File: config.mk
export PLATFORM = sky130hd
export DESIGN_NAME = vme_interrupter_control
export DESIGN_NICKNAME = d
export VERILOG_FILES = /design/src/irq_ctl_pkg.sv /design/src/local_src_if.sv /design/src/local_irq_sources.sv /design/src/vme_interrupter_control.sv
export SDC_FILE = /design/constraint.sdc
export NUM_CORES = 1
export LEC_CHECK = 0
export BUFFER_PORTS_ARGS = -buffer_cell sky130_fd_sc_hd__buf_2
export CAP_MARGIN = 20
export CORE_AREA = 4 4 99 101
export CTS_CLUSTER_SIZE = 14
export DETAILED_ROUTE_END_ITERATION = 8
export DIE_AREA = 0 0 103 105
export GPL_TIMING_DRIVEN = 0
export PLACE_DENSITY = 0.74
export SLEW_MARGIN = 20
export SYNTH_ARGS = -nofsm -noshare
export SYNTH_HDL_FRONTEND = slang
export SYNTH_SLANG_ARGS = --single-unit
File: constraint.sdc
create_clock -name clk -period 2.1 [get_ports clk]
set_input_delay 0.315 -clock clk [delete_from_list [all_inputs] [get_ports clk]]
set_output_delay 0.315 -clock clk [all_outputs]
set_load 0.1 [all_outputs]
File: src/irq_ctl_pkg.sv
// Purpose: constants shared by the backplane interrupter control logic
// Assumes: 16-bit register port with two byte lanes, short-address offsets
// Notes: offsets are byte addresses as seen on the register port
package irq_ctl_pkg;

   // register offsets
   localparam logic [7:0] INTERRUPT_CONTROL_OFFSET = 8'h2A;
   localparam logic [7:0] INTERRUPT_STATUS_OFFSET = 8'h2A;
   localparam logic [7:0] STATUS_ID_OFFSET = 8'h2C;

   // control register fields
   localparam int LEVEL_MSB = 15;
   localparam int LEVEL_LSB = 13;
   localparam int DEADLOCK_ENABLE_BIT = 11;
   localparam int SYSFAIL_ENABLE_BIT = 9;
   localparam int POWERFAIL_ENABLE_BIT = 8;
   localparam int DIRECT_MSB = 6;
   localparam int DIRECT_LSB = 0;

   // status register fields
   localparam int STAT_POWERFAIL_IRQ_BIT = 12;
   localparam int STAT_DEADLOCK_BIT = 11;
   localparam int STAT_SYSFAIL_LINE_BIT = 9;
   localparam int STAT_POWERFAIL_LINE_BIT = 8;
   localparam int STAT_SYSFAIL_IRQ_BIT = 7;

   // widths and reset values
   localparam int LEVEL_W = 3;
   localparam int LINES = 7;
   localparam logic [2:0] LEVEL_RESET = 3'h0;
   localparam logic [6:0] DIRECT_RESET = 7'h00;
   localparam logic [15:0] STATUS_ID_RESET = 16'h0000;
   localparam logic [15:0] READ_UNMAPPED = 16'h0000;

   typedef logic [LEVEL_W-1:0] level_t;
   typedef logic [LINES-1:0] lines_t;

endpackage : irq_ctl_pkg

File: src/local_src_if.sv
// Purpose: carrier between the control register logic and the local sources
// Assumes: single clock domain
// Notes: ctl drives enables and clears, src returns the sticky flags
`timescale 1ns/100ps
interface local_src_if;
   import irq_ctl_pkg::*;
   logic [LEVEL_W-1:0] level;
   logic deadlock_irq_enable;
   logic sysfail_irq_enable;
   logic powerfail_irq_enable;
   logic status_read_clr;
   logic local_ack_clr;
   logic deadlock_status;
   logic sysfail_irq_status;
   logic powerfail_irq_status;
   logic local_pending;

   modport ctl (
      output level, deadlock_irq_enable, sysfail_irq_enable, powerfail_irq_enable,
      output status_read_clr, local_ack_clr,
      input deadlock_status, sysfail_irq_status, powerfail_irq_status, local_pending
   );
   modport src (
      input level, deadlock_irq_enable, sysfail_irq_enable, powerfail_irq_enable,
      input status_read_clr, local_ack_clr,
      output deadlock_status, sysfail_irq_status, powerfail_irq_status, local_pending
   );
endinterface : local_src_if

File: src/local_irq_sources.sv
// Purpose: sticky status flags of the three local interrupt conditions
// Assumes: fail lines are active-high levels synchronous to clk
// Notes: a new event in the cycle of its clear always wins
`timescale 1ns/100ps
module local_irq_sources
   import irq_ctl_pkg::*;
(
   // clock and reset
   input wire logic clk,
   input wire logic reset_n,
   input wire logic clk_en,
   input wire logic hard_reset,
   // conditions
   input wire logic deadlock_event,
   input wire logic sysfail_active,
   input wire logic powerfail_active,
   // carrier
   local_src_if.src bus
);

   logic sysfail_prev;
   logic powerfail_prev;
   logic sysfail_rise;
   logic powerfail_rise;

   assign sysfail_rise = sysfail_active & ~sysfail_prev;
   assign powerfail_rise = powerfail_active & ~powerfail_prev;

   always_ff @(posedge clk or negedge reset_n) begin
      if (!reset_n) begin
         sysfail_prev <= 1'b0;
         powerfail_prev <= 1'b0;
      end else if (clk_en) begin
         sysfail_prev <= sysfail_active;
         powerfail_prev <= powerfail_active;
      end
   end

   always_ff @(posedge clk or negedge reset_n) begin
      if (!reset_n) begin
         bus.deadlock_status <= 1'b0;
      end else if (clk_en) begin
         if (deadlock_event) begin
            bus.deadlock_status <= 1'b1;
         end else if (hard_reset || bus.status_read_clr || bus.local_ack_clr) begin
            bus.deadlock_status <= 1'b0;
         end
      end
   end

   always_ff @(posedge clk or negedge reset_n) begin
      if (!reset_n) begin
         bus.sysfail_irq_status <= 1'b0;
         bus.powerfail_irq_status <= 1'b0;
      end else if (clk_en) begin
         if (sysfail_rise && bus.sysfail_irq_enable && bus.level != LEVEL_RESET) begin
            bus.sysfail_irq_status <= 1'b1;
         end else if (hard_reset || bus.local_ack_clr) begin
            bus.sysfail_irq_status <= 1'b0;
         end
         if (powerfail_rise && bus.powerfail_irq_enable && bus.level != LEVEL_RESET) begin
            bus.powerfail_irq_status <= 1'b1;
         end else if (hard_reset || bus.local_ack_clr) begin
            bus.powerfail_irq_status <= 1'b0;
         end
      end
   end

   assign bus.local_pending = (bus.level != LEVEL_RESET) &&
      ((bus.deadlock_status && bus.deadlock_irq_enable) ||
       (bus.sysfail_irq_status && bus.sysfail_irq_enable) ||
       (bus.powerfail_irq_status && bus.powerfail_irq_enable));

endmodule : local_irq_sources

File: src/vme_interrupter_control.sv
// Purpose: write-only interrupt control, status read-back and acknowledge answer
// Assumes: register and acknowledge strobes are one-cycle pulses synchronous to clk
// Notes: request lines are open-drain; oe low means the line is pulled low
`timescale 1ns/100ps
module vme_interrupter_control
   import irq_ctl_pkg::*;
(
   // clock and reset
   input wire logic clk,
   input wire logic reset_n,
   input wire logic clk_en,
   input wire logic hard_reset,
   // register port
   input wire logic [7:0] reg_addr,
   input wire logic [1:0] reg_be,
   input wire logic reg_wr,
   input wire logic reg_rd,
   input wire logic [15:0] reg_wdata,
   output logic [15:0] reg_rdata,
   output logic reg_rvalid,
   // local conditions
   input wire logic deadlock_event,
   input wire logic sysfail_active,
   input wire logic powerfail_active,
   input wire logic [7:0] logical_address,
   // backplane request lines, index 0 is line 1
   input wire logic [6:0] irq_in_n,
   output logic [6:0] irq_out_n,
   output logic [6:0] irq_oe_n,
   // acknowledge cycle
   input wire logic iack_req,
   input wire logic [2:0] iack_level,
   output logic iack_ack,
   output logic iack_pass,
   output logic [15:0] iack_data
);

   ////////////////////////////////////////////////////////////////////////////
   // decode helpers

   function automatic lines_t level_onehot(input level_t lvl);
      lines_t result;
      result = '0;
      if (lvl != LEVEL_RESET) begin
         result[lvl - 3'h1] = 1'b1;
      end
      return result;
   endfunction : level_onehot

   function automatic lines_t write_mask(input logic [1:0] be);
      return {be[0], be[0], be[0], be[0], be[0], be[0], be[0]};
   endfunction : write_mask

   ////////////////////////////////////////////////////////////////////////////
   // state

   local_src_if src_bus ();

   level_t level;
   logic deadlock_irq_enable;
   logic sysfail_irq_enable;
   logic powerfail_irq_enable;
   lines_t direct_request_drive;
   logic [15:0] status_id_value;

   logic ctl_write;
   logic sid_write;
   logic status_read;
   logic sid_read;
   lines_t local_lines;
   lines_t ack_line;
   logic local_hit;
   logic direct_hit;
   logic [15:0] interrupt_status;
   lines_t next_direct;

   assign src_bus.level = level;
   assign src_bus.deadlock_irq_enable = deadlock_irq_enable;
   assign src_bus.sysfail_irq_enable = sysfail_irq_enable;
   assign src_bus.powerfail_irq_enable = powerfail_irq_enable;

   local_irq_sources sources (
      .clk(clk),
      .reset_n(reset_n),
      .clk_en(clk_en),
      .hard_reset(hard_reset),
      .deadlock_event(deadlock_event),
      .sysfail_active(sysfail_active),
      .powerfail_active(powerfail_active),
      .bus(src_bus.src)
   );

   ////////////////////////////////////////////////////////////////////////////
   // address decode

   assign ctl_write = reg_wr && reg_addr == INTERRUPT_CONTROL_OFFSET;
   assign status_read = reg_rd && reg_addr == INTERRUPT_STATUS_OFFSET;
   assign sid_write = reg_wr && reg_addr == STATUS_ID_OFFSET;
   assign sid_read = reg_rd && reg_addr == STATUS_ID_OFFSET;

   always_comb begin
      interrupt_status = '0;
      interrupt_status[LEVEL_MSB:LEVEL_LSB] = level;
      interrupt_status[STAT_POWERFAIL_IRQ_BIT] = src_bus.powerfail_irq_status;
      interrupt_status[STAT_DEADLOCK_BIT] = src_bus.deadlock_status;
      interrupt_status[STAT_SYSFAIL_LINE_BIT] = sysfail_active;
      interrupt_status[STAT_POWERFAIL_LINE_BIT] = powerfail_active;
      interrupt_status[STAT_SYSFAIL_IRQ_BIT] = src_bus.sysfail_irq_status;
      interrupt_status[DIRECT_MSB:DIRECT_LSB] = ~irq_in_n;
   end

   ////////////////////////////////////////////////////////////////////////////
   // acknowledge decision

   assign local_lines = src_bus.local_pending ? level_onehot(level) : '0;
   assign ack_line = level_onehot(iack_level);
   // the local condition answers first when it shares the level with a direct bit
   assign local_hit = iack_req && (local_lines & ack_line) != '0;
   assign direct_hit = iack_req && !local_hit && (direct_request_drive & ack_line) != '0;

   assign src_bus.status_read_clr = clk_en && status_read;
   assign src_bus.local_ack_clr = clk_en && local_hit;

   ////////////////////////////////////////////////////////////////////////////
   // control register fields and status-ID register

   always_ff @(posedge clk or negedge reset_n) begin
      if (!reset_n) begin
         level <= LEVEL_RESET;
      end else if (clk_en) begin
         if (hard_reset) begin
            level <= LEVEL_RESET;
         end else if (ctl_write && reg_be[1]) begin
            level <= reg_wdata[LEVEL_MSB:LEVEL_LSB];
         end
      end
   end

   always_ff @(posedge clk or negedge reset_n) begin
      if (!reset_n) begin
         deadlock_irq_enable <= 1'b0;
         sysfail_irq_enable <= 1'b0;
         powerfail_irq_enable <= 1'b0;
      end else if (clk_en) begin
         if (hard_reset) begin
            deadlock_irq_enable <= 1'b0;
            sysfail_irq_enable <= 1'b0;
            powerfail_irq_enable <= 1'b0;
         end else if (ctl_write && reg_be[1]) begin
            deadlock_irq_enable <= reg_wdata[DEADLOCK_ENABLE_BIT];
            sysfail_irq_enable <= reg_wdata[SYSFAIL_ENABLE_BIT];
            powerfail_irq_enable <= reg_wdata[POWERFAIL_ENABLE_BIT];
         end
      end
   end

   always_comb begin
      next_direct = direct_request_drive;
      if (direct_hit) begin
         next_direct = next_direct & ~ack_line;
      end
      if (ctl_write) begin
         next_direct = (next_direct & ~write_mask(reg_be)) |
            (reg_wdata[DIRECT_MSB:DIRECT_LSB] & write_mask(reg_be));
      end
   end

   always_ff @(posedge clk or negedge reset_n) begin
      if (!reset_n) begin
         direct_request_drive <= DIRECT_RESET;
      end else if (clk_en) begin
         if (hard_reset) begin
            direct_request_drive <= DIRECT_RESET;
         end else begin
            direct_request_drive <= next_direct;
         end
      end
   end

   always_ff @(posedge clk or negedge reset_n) begin
      if (!reset_n) begin
         status_id_value <= STATUS_ID_RESET;
      end else if (clk_en) begin
         if (hard_reset) begin
            status_id_value <= STATUS_ID_RESET;
         end else if (sid_write) begin
            if (reg_be[1]) begin
               status_id_value[15:8] <= reg_wdata[15:8];
            end
            if (reg_be[0]) begin
               status_id_value[7:0] <= reg_wdata[7:0];
            end
         end
      end
   end

   ////////////////////////////////////////////////////////////////////////////
   // request line drivers

   always_ff @(posedge clk or negedge reset_n) begin
      if (!reset_n) begin
         irq_oe_n <= '1;
         irq_out_n <= '0;
      end else if (clk_en) begin
         irq_oe_n <= ~(direct_request_drive | local_lines);
         irq_out_n <= '0;
      end
   end

   ////////////////////////////////////////////////////////////////////////////
   // register read port

   always_ff @(posedge clk or negedge reset_n) begin
      if (!reset_n) begin
         reg_rvalid <= 1'b0;
      end else if (clk_en) begin
         reg_rvalid <= reg_rd;
      end
   end

   always_ff @(posedge clk or negedge reset_n) begin
      if (!reset_n) begin
         reg_rdata <= READ_UNMAPPED;
      end else if (clk_en) begin
         if (status_read) begin
            reg_rdata <= interrupt_status;
         end else if (sid_read) begin
            reg_rdata <= status_id_value;
         end else begin
            reg_rdata <= READ_UNMAPPED;
         end
      end
   end

   ////////////////////////////////////////////////////////////////////////////
   // acknowledge answer

   always_ff @(posedge clk or negedge reset_n) begin
      if (!reset_n) begin
         iack_ack <= 1'b0;
         iack_pass <= 1'b0;
      end else if (clk_en) begin
         iack_ack <= local_hit || direct_hit;
         iack_pass <= iack_req && !local_hit && !direct_hit;
      end
   end

   always_ff @(posedge clk or negedge reset_n) begin
      if (!reset_n) begin
         iack_data <= '0;
      end else if (clk_en) begin
         if (local_hit) begin
            iack_data <= {interrupt_status[15:8], logical_address};
         end else if (direct_hit) begin
            iack_data <= status_id_value;
         end
      end
   end

endmodule : vme_interrupter_control

==> key figures <==
Layout
  – Synthesis-to-finish area growth: 34.40%
  – Commonest non-fill, non-tap cells in the layout: 94 x buf_2, 67 x dfrtp_1, 29 x mux2_2
  – Commonest non-fill, non-tap cell in the layout: buf_2
  – Layout Nets: 580
  – Share of layout cells above drive strength 1: 44.30%
  – # diodes: 0
  – Finished Core Util: 61.89%
  – Design Area, Final: 5583 um^2

Global routing
  – First-pass GRT wire length: 18,980 um
  – Total GRT Usage: 22.63%
  – Largest net degree at the start of global routing: 42
  – Vias in the first global route: 3,747
  – Antenna violations before repair: 0
  – GRT Residual Overflow: 0

Pwr
  – Clk pwr share: 29.5%
  – Combinational share of power: 31.4%
  – VDD IR max: 363.2 uV
  – Net Switching: 1619 uW
  – Total power: 4341 uW
  – Switch share: 37.29%
  – Internal power: 2722 uW
  – Reg power frac: 39.2%
  – Leak Pwr: 0.002502 uW
  – PD cells: 777.6 nW/um^2

Timing
  – Final worst setup slack: -0.07674 ns
  – Max Clock Freq: 459.4 MHz
  – Worst hold slack: 0.2482 ns
  – Hold violation count in the final report: 0
  – Min cycle time layout: 2.177 ns
  – Worst clock skew: 0.01224 ns
  – Max-slew headroom: 42.96%
  – Final setup vio count: 21
  – Final slew viol count: 0
  – Worst-Margin Slew: 0.8490 ns
  – Final period utilization: 103.7%
  – RSZ-0062 raised after global routing: true

Worst setup path
  – Worst-path cell chain: inv_2 -> ha_4 -> xnor3_2 -> mux2i_4 -> a211oi_4 -> buf_6 -> clkbuf_16 -> nor4_2 -> o21ai_1
  – Cell family with most CP delay: buffers and inverters
  – RR Startpoint: level[1]
  – Crit path max-delay cell type: dfrtp_1
  – Worst endpoint data arrival time: 2.41 ns
  – CP startpoint kind: flip-flop
  – Worst setup EP type: flip-flop
  – CP Max Fanout: 5
  – Crit path buffers/inverters: 3
  – Slowest stage delay, CP: 0.39 ns
  – Crit path kind: reg2reg
  – CP Launch Point: level[1]
  – Worst Path Required: 2.33 ns

Clocking
  – Cts bufs inserted: 9
  – Clk buf depth: 2
  – CTS Root Cell: clkbuf_8
  – Clk sink count: 76
  – H-Tree Depth: 3
  – CTS tree: done
  – Clk Latency, worst-skew pair: 0.36 ns
  – Worst-path clk slew: 0.08 ns

Synth
  – Cells after synthesis: 390
  – Area share of the largest cell type after synthesis: 41.57%
  – Post-synthesis sequential area ratio: 45.99%
  – FFs w/ async S/R, synth: 100.0%
  – EDFF count, synth: 0
  – Area contributors post-synth: dfrtp_1 42%, mux2_2 7.9%, dfstp_2 4.4%
  – Number of synthesis warnings: 0
  – Seq cells post-synth: 76
  – Netlist cell types: 66
  – Yosys top cell by area: dfrtp_1
  – Top_reg_cell synth: dfrtp_1
  – Syn_area_per_cell: 10.65 um^2
  – Post-Syn Area: 4154 um^2

Routing
  – Via density: 5.909
  – DRT Pass-1 Iters: 5
  – Drt drc: 0
  – Via count: 3,764
  – DR iter-0 viols: 221
  – Antenna-violating nets left: 0
  – DRT Wirelength: 12,760 um
  – Wire per inst: 20.04 um

Die
  – Row count: 35
  – Initial Util: 46.05%
  – Full die area: 10,820 um^2
  – IO Pins: 103
  – Die Y: 105 um
  – Die width: 103 um
  – Core area: 9021 um^2

Outcome
  – Status: finished, violations left
  – Failing checks: setup timing

Placement
  – Number of I/O port buffers: 94
  – Place WS: -0.5819 ns
  – DP Area: 4938 um^2
  – Gpl congestion: 0.8793
  – DP HPWL: 9140 um

Min path
  – Hold path start: reg_wdata[3]
  – Hold Path Class: in2reg

Run
  – Total of max-cap violations: 0
==> area by class of cell <==
class / instances / area, um^2
fillers: 706 / 3438
clock inverters: 5 / 85.08
well taps: 111 / 138.9
repair buffers: 116 / 699.4
plain buffers: 32 / 240.2
inverters: 25 / 98.84
multi-input cells: 262 / 2270
flip-flops and latches: 76 / 1913
clock buffers: 10 / 137.6
==> per-layer routing <==
layer | wire length [um] | track usage, % | part of all wire (%) | vias up
li1 | - | - | - | 1695
met2 | 6142 | 37.17 | 48 | 192
met4 | 541 | 10.27 | 4.2 | 0
met5 | 0 | 0 | 0 | -
met1 | 5082 | 28.24 | 40 | 1835
met3 | 996 | 4.539 | 7.8 | 42
==> cells by family (layout without fill, tap and decap cells) <==
family,count (synthesis),after routing,synth area share (%)
adder cells (fa/ha/maj),4,4,1.205
other,1,7,0.09027
AO/OA/AOI/OAI,108,108,21.84
flip-flops,76,76,45.99
buffers and inverters,58,188,6.717
AND/OR/NAND/NOR,105,105,13.31
multiplexers,33,33,9.428
XOR/XNOR,5,5,1.416
==> stage by stage <==
| stage | setup TNS [ns] | instances |
|---|---|---|
| after detailed placement | -13.59 | 602 |
| final | -0.9895 | 637 |
| after CTS | -1.147 | 630 |
| after global routing | -3.044 | 637 |
| after global placement | -10.93 | 601 |
| after floorplan | -0.2369 | 396 |
==> cell usage after synthesis (2+ instances only) <==
master / number
a21oi_1: 7
or3_1: 4
nand4_1: 3
o2111ai_1: 2
o21a_1: 2
a21bo_2: 2
dfrtp_1: 69
a32oi_1: 6
nand3_1: 9
a22oi_1: 15
clkbuf_1: 15
xor2_1: 2
a221o_1: 11
o21ai_1: 5
nor2_1: 21
o21ai_0: 6
xnor2_1: 2
nor3_1: 7
nor2b_1: 19
buf_1: 3
and2_1: 2
nand2b_1: 3
a22o_1: 3
a21o_1: 6
buf_4: 7
mux2i_1: 2
dfstp_2: 7
mux2_2: 29
buf_2: 4
nand2_1: 26
ha_1: 4
nor4b_1: 2
a2111o_1: 11
o31ai_1: 13
inv_1: 24
buf_6: 4
a311oi_1: 4
==> final timing paths <==
| kind | endpoint | slack (ns) | cells past startpoint |
|---|---|---|---|
| min in group asynchronous | iack_ack | 0.48 | 2 |
| setup / recovery | direct_request_drive[4] | -0.08 | 9 |
| hold reg to reg | iack_data[10] | 0.48 | 1 |
| hold / removal | direct_request_drive[3] | 0.25 | 3 |
| setup reg to reg | direct_request_drive[4] | -0.08 | 9 |
| max in group asynchronous | irq_oe_n[2] | 0.95 | 3 |
==> power groups by stage <==
stage                     clock network [uW]  registers (uW)  logic (uW)
after floorplan                            0            2120         531
after global placement                     0            1720        1190
after detailed placement                   0            1730        1210
after CTS                               1280            1690        1270
after global routing                    1360            1720        1430
final                                   1280            1700        1360
==> tightest hold or removal path, stage by stage <==
cell,delay [ns]
buf_2,0.09
a32oi_1,0.08
o21ai_1,0.07
==> what timing repair did <==
item | 4_1_cts | 5_1_grt
cloned | 0 | 2
gates resized for setup | 14 | 37
setup endpoints to repair | 27 | 27
buffers inserted | 12 | 7
endpoints found under the hold margin | 40 | 0
hold buffers | 1 | 0
pin swaps | 3 | 23
==> sequential cells by signal, summed over array words and instances (netlist names), 3 cells and up <==
| signal | count |
|---|---|
| iack_data | 16 |
| irq_oe_n | 7 |
| status_id_value | 16 |
| reg_rdata | 16 |
| direct_request_drive | 7 |
| level | 3 |
Power figures use the tool's default switching activity.
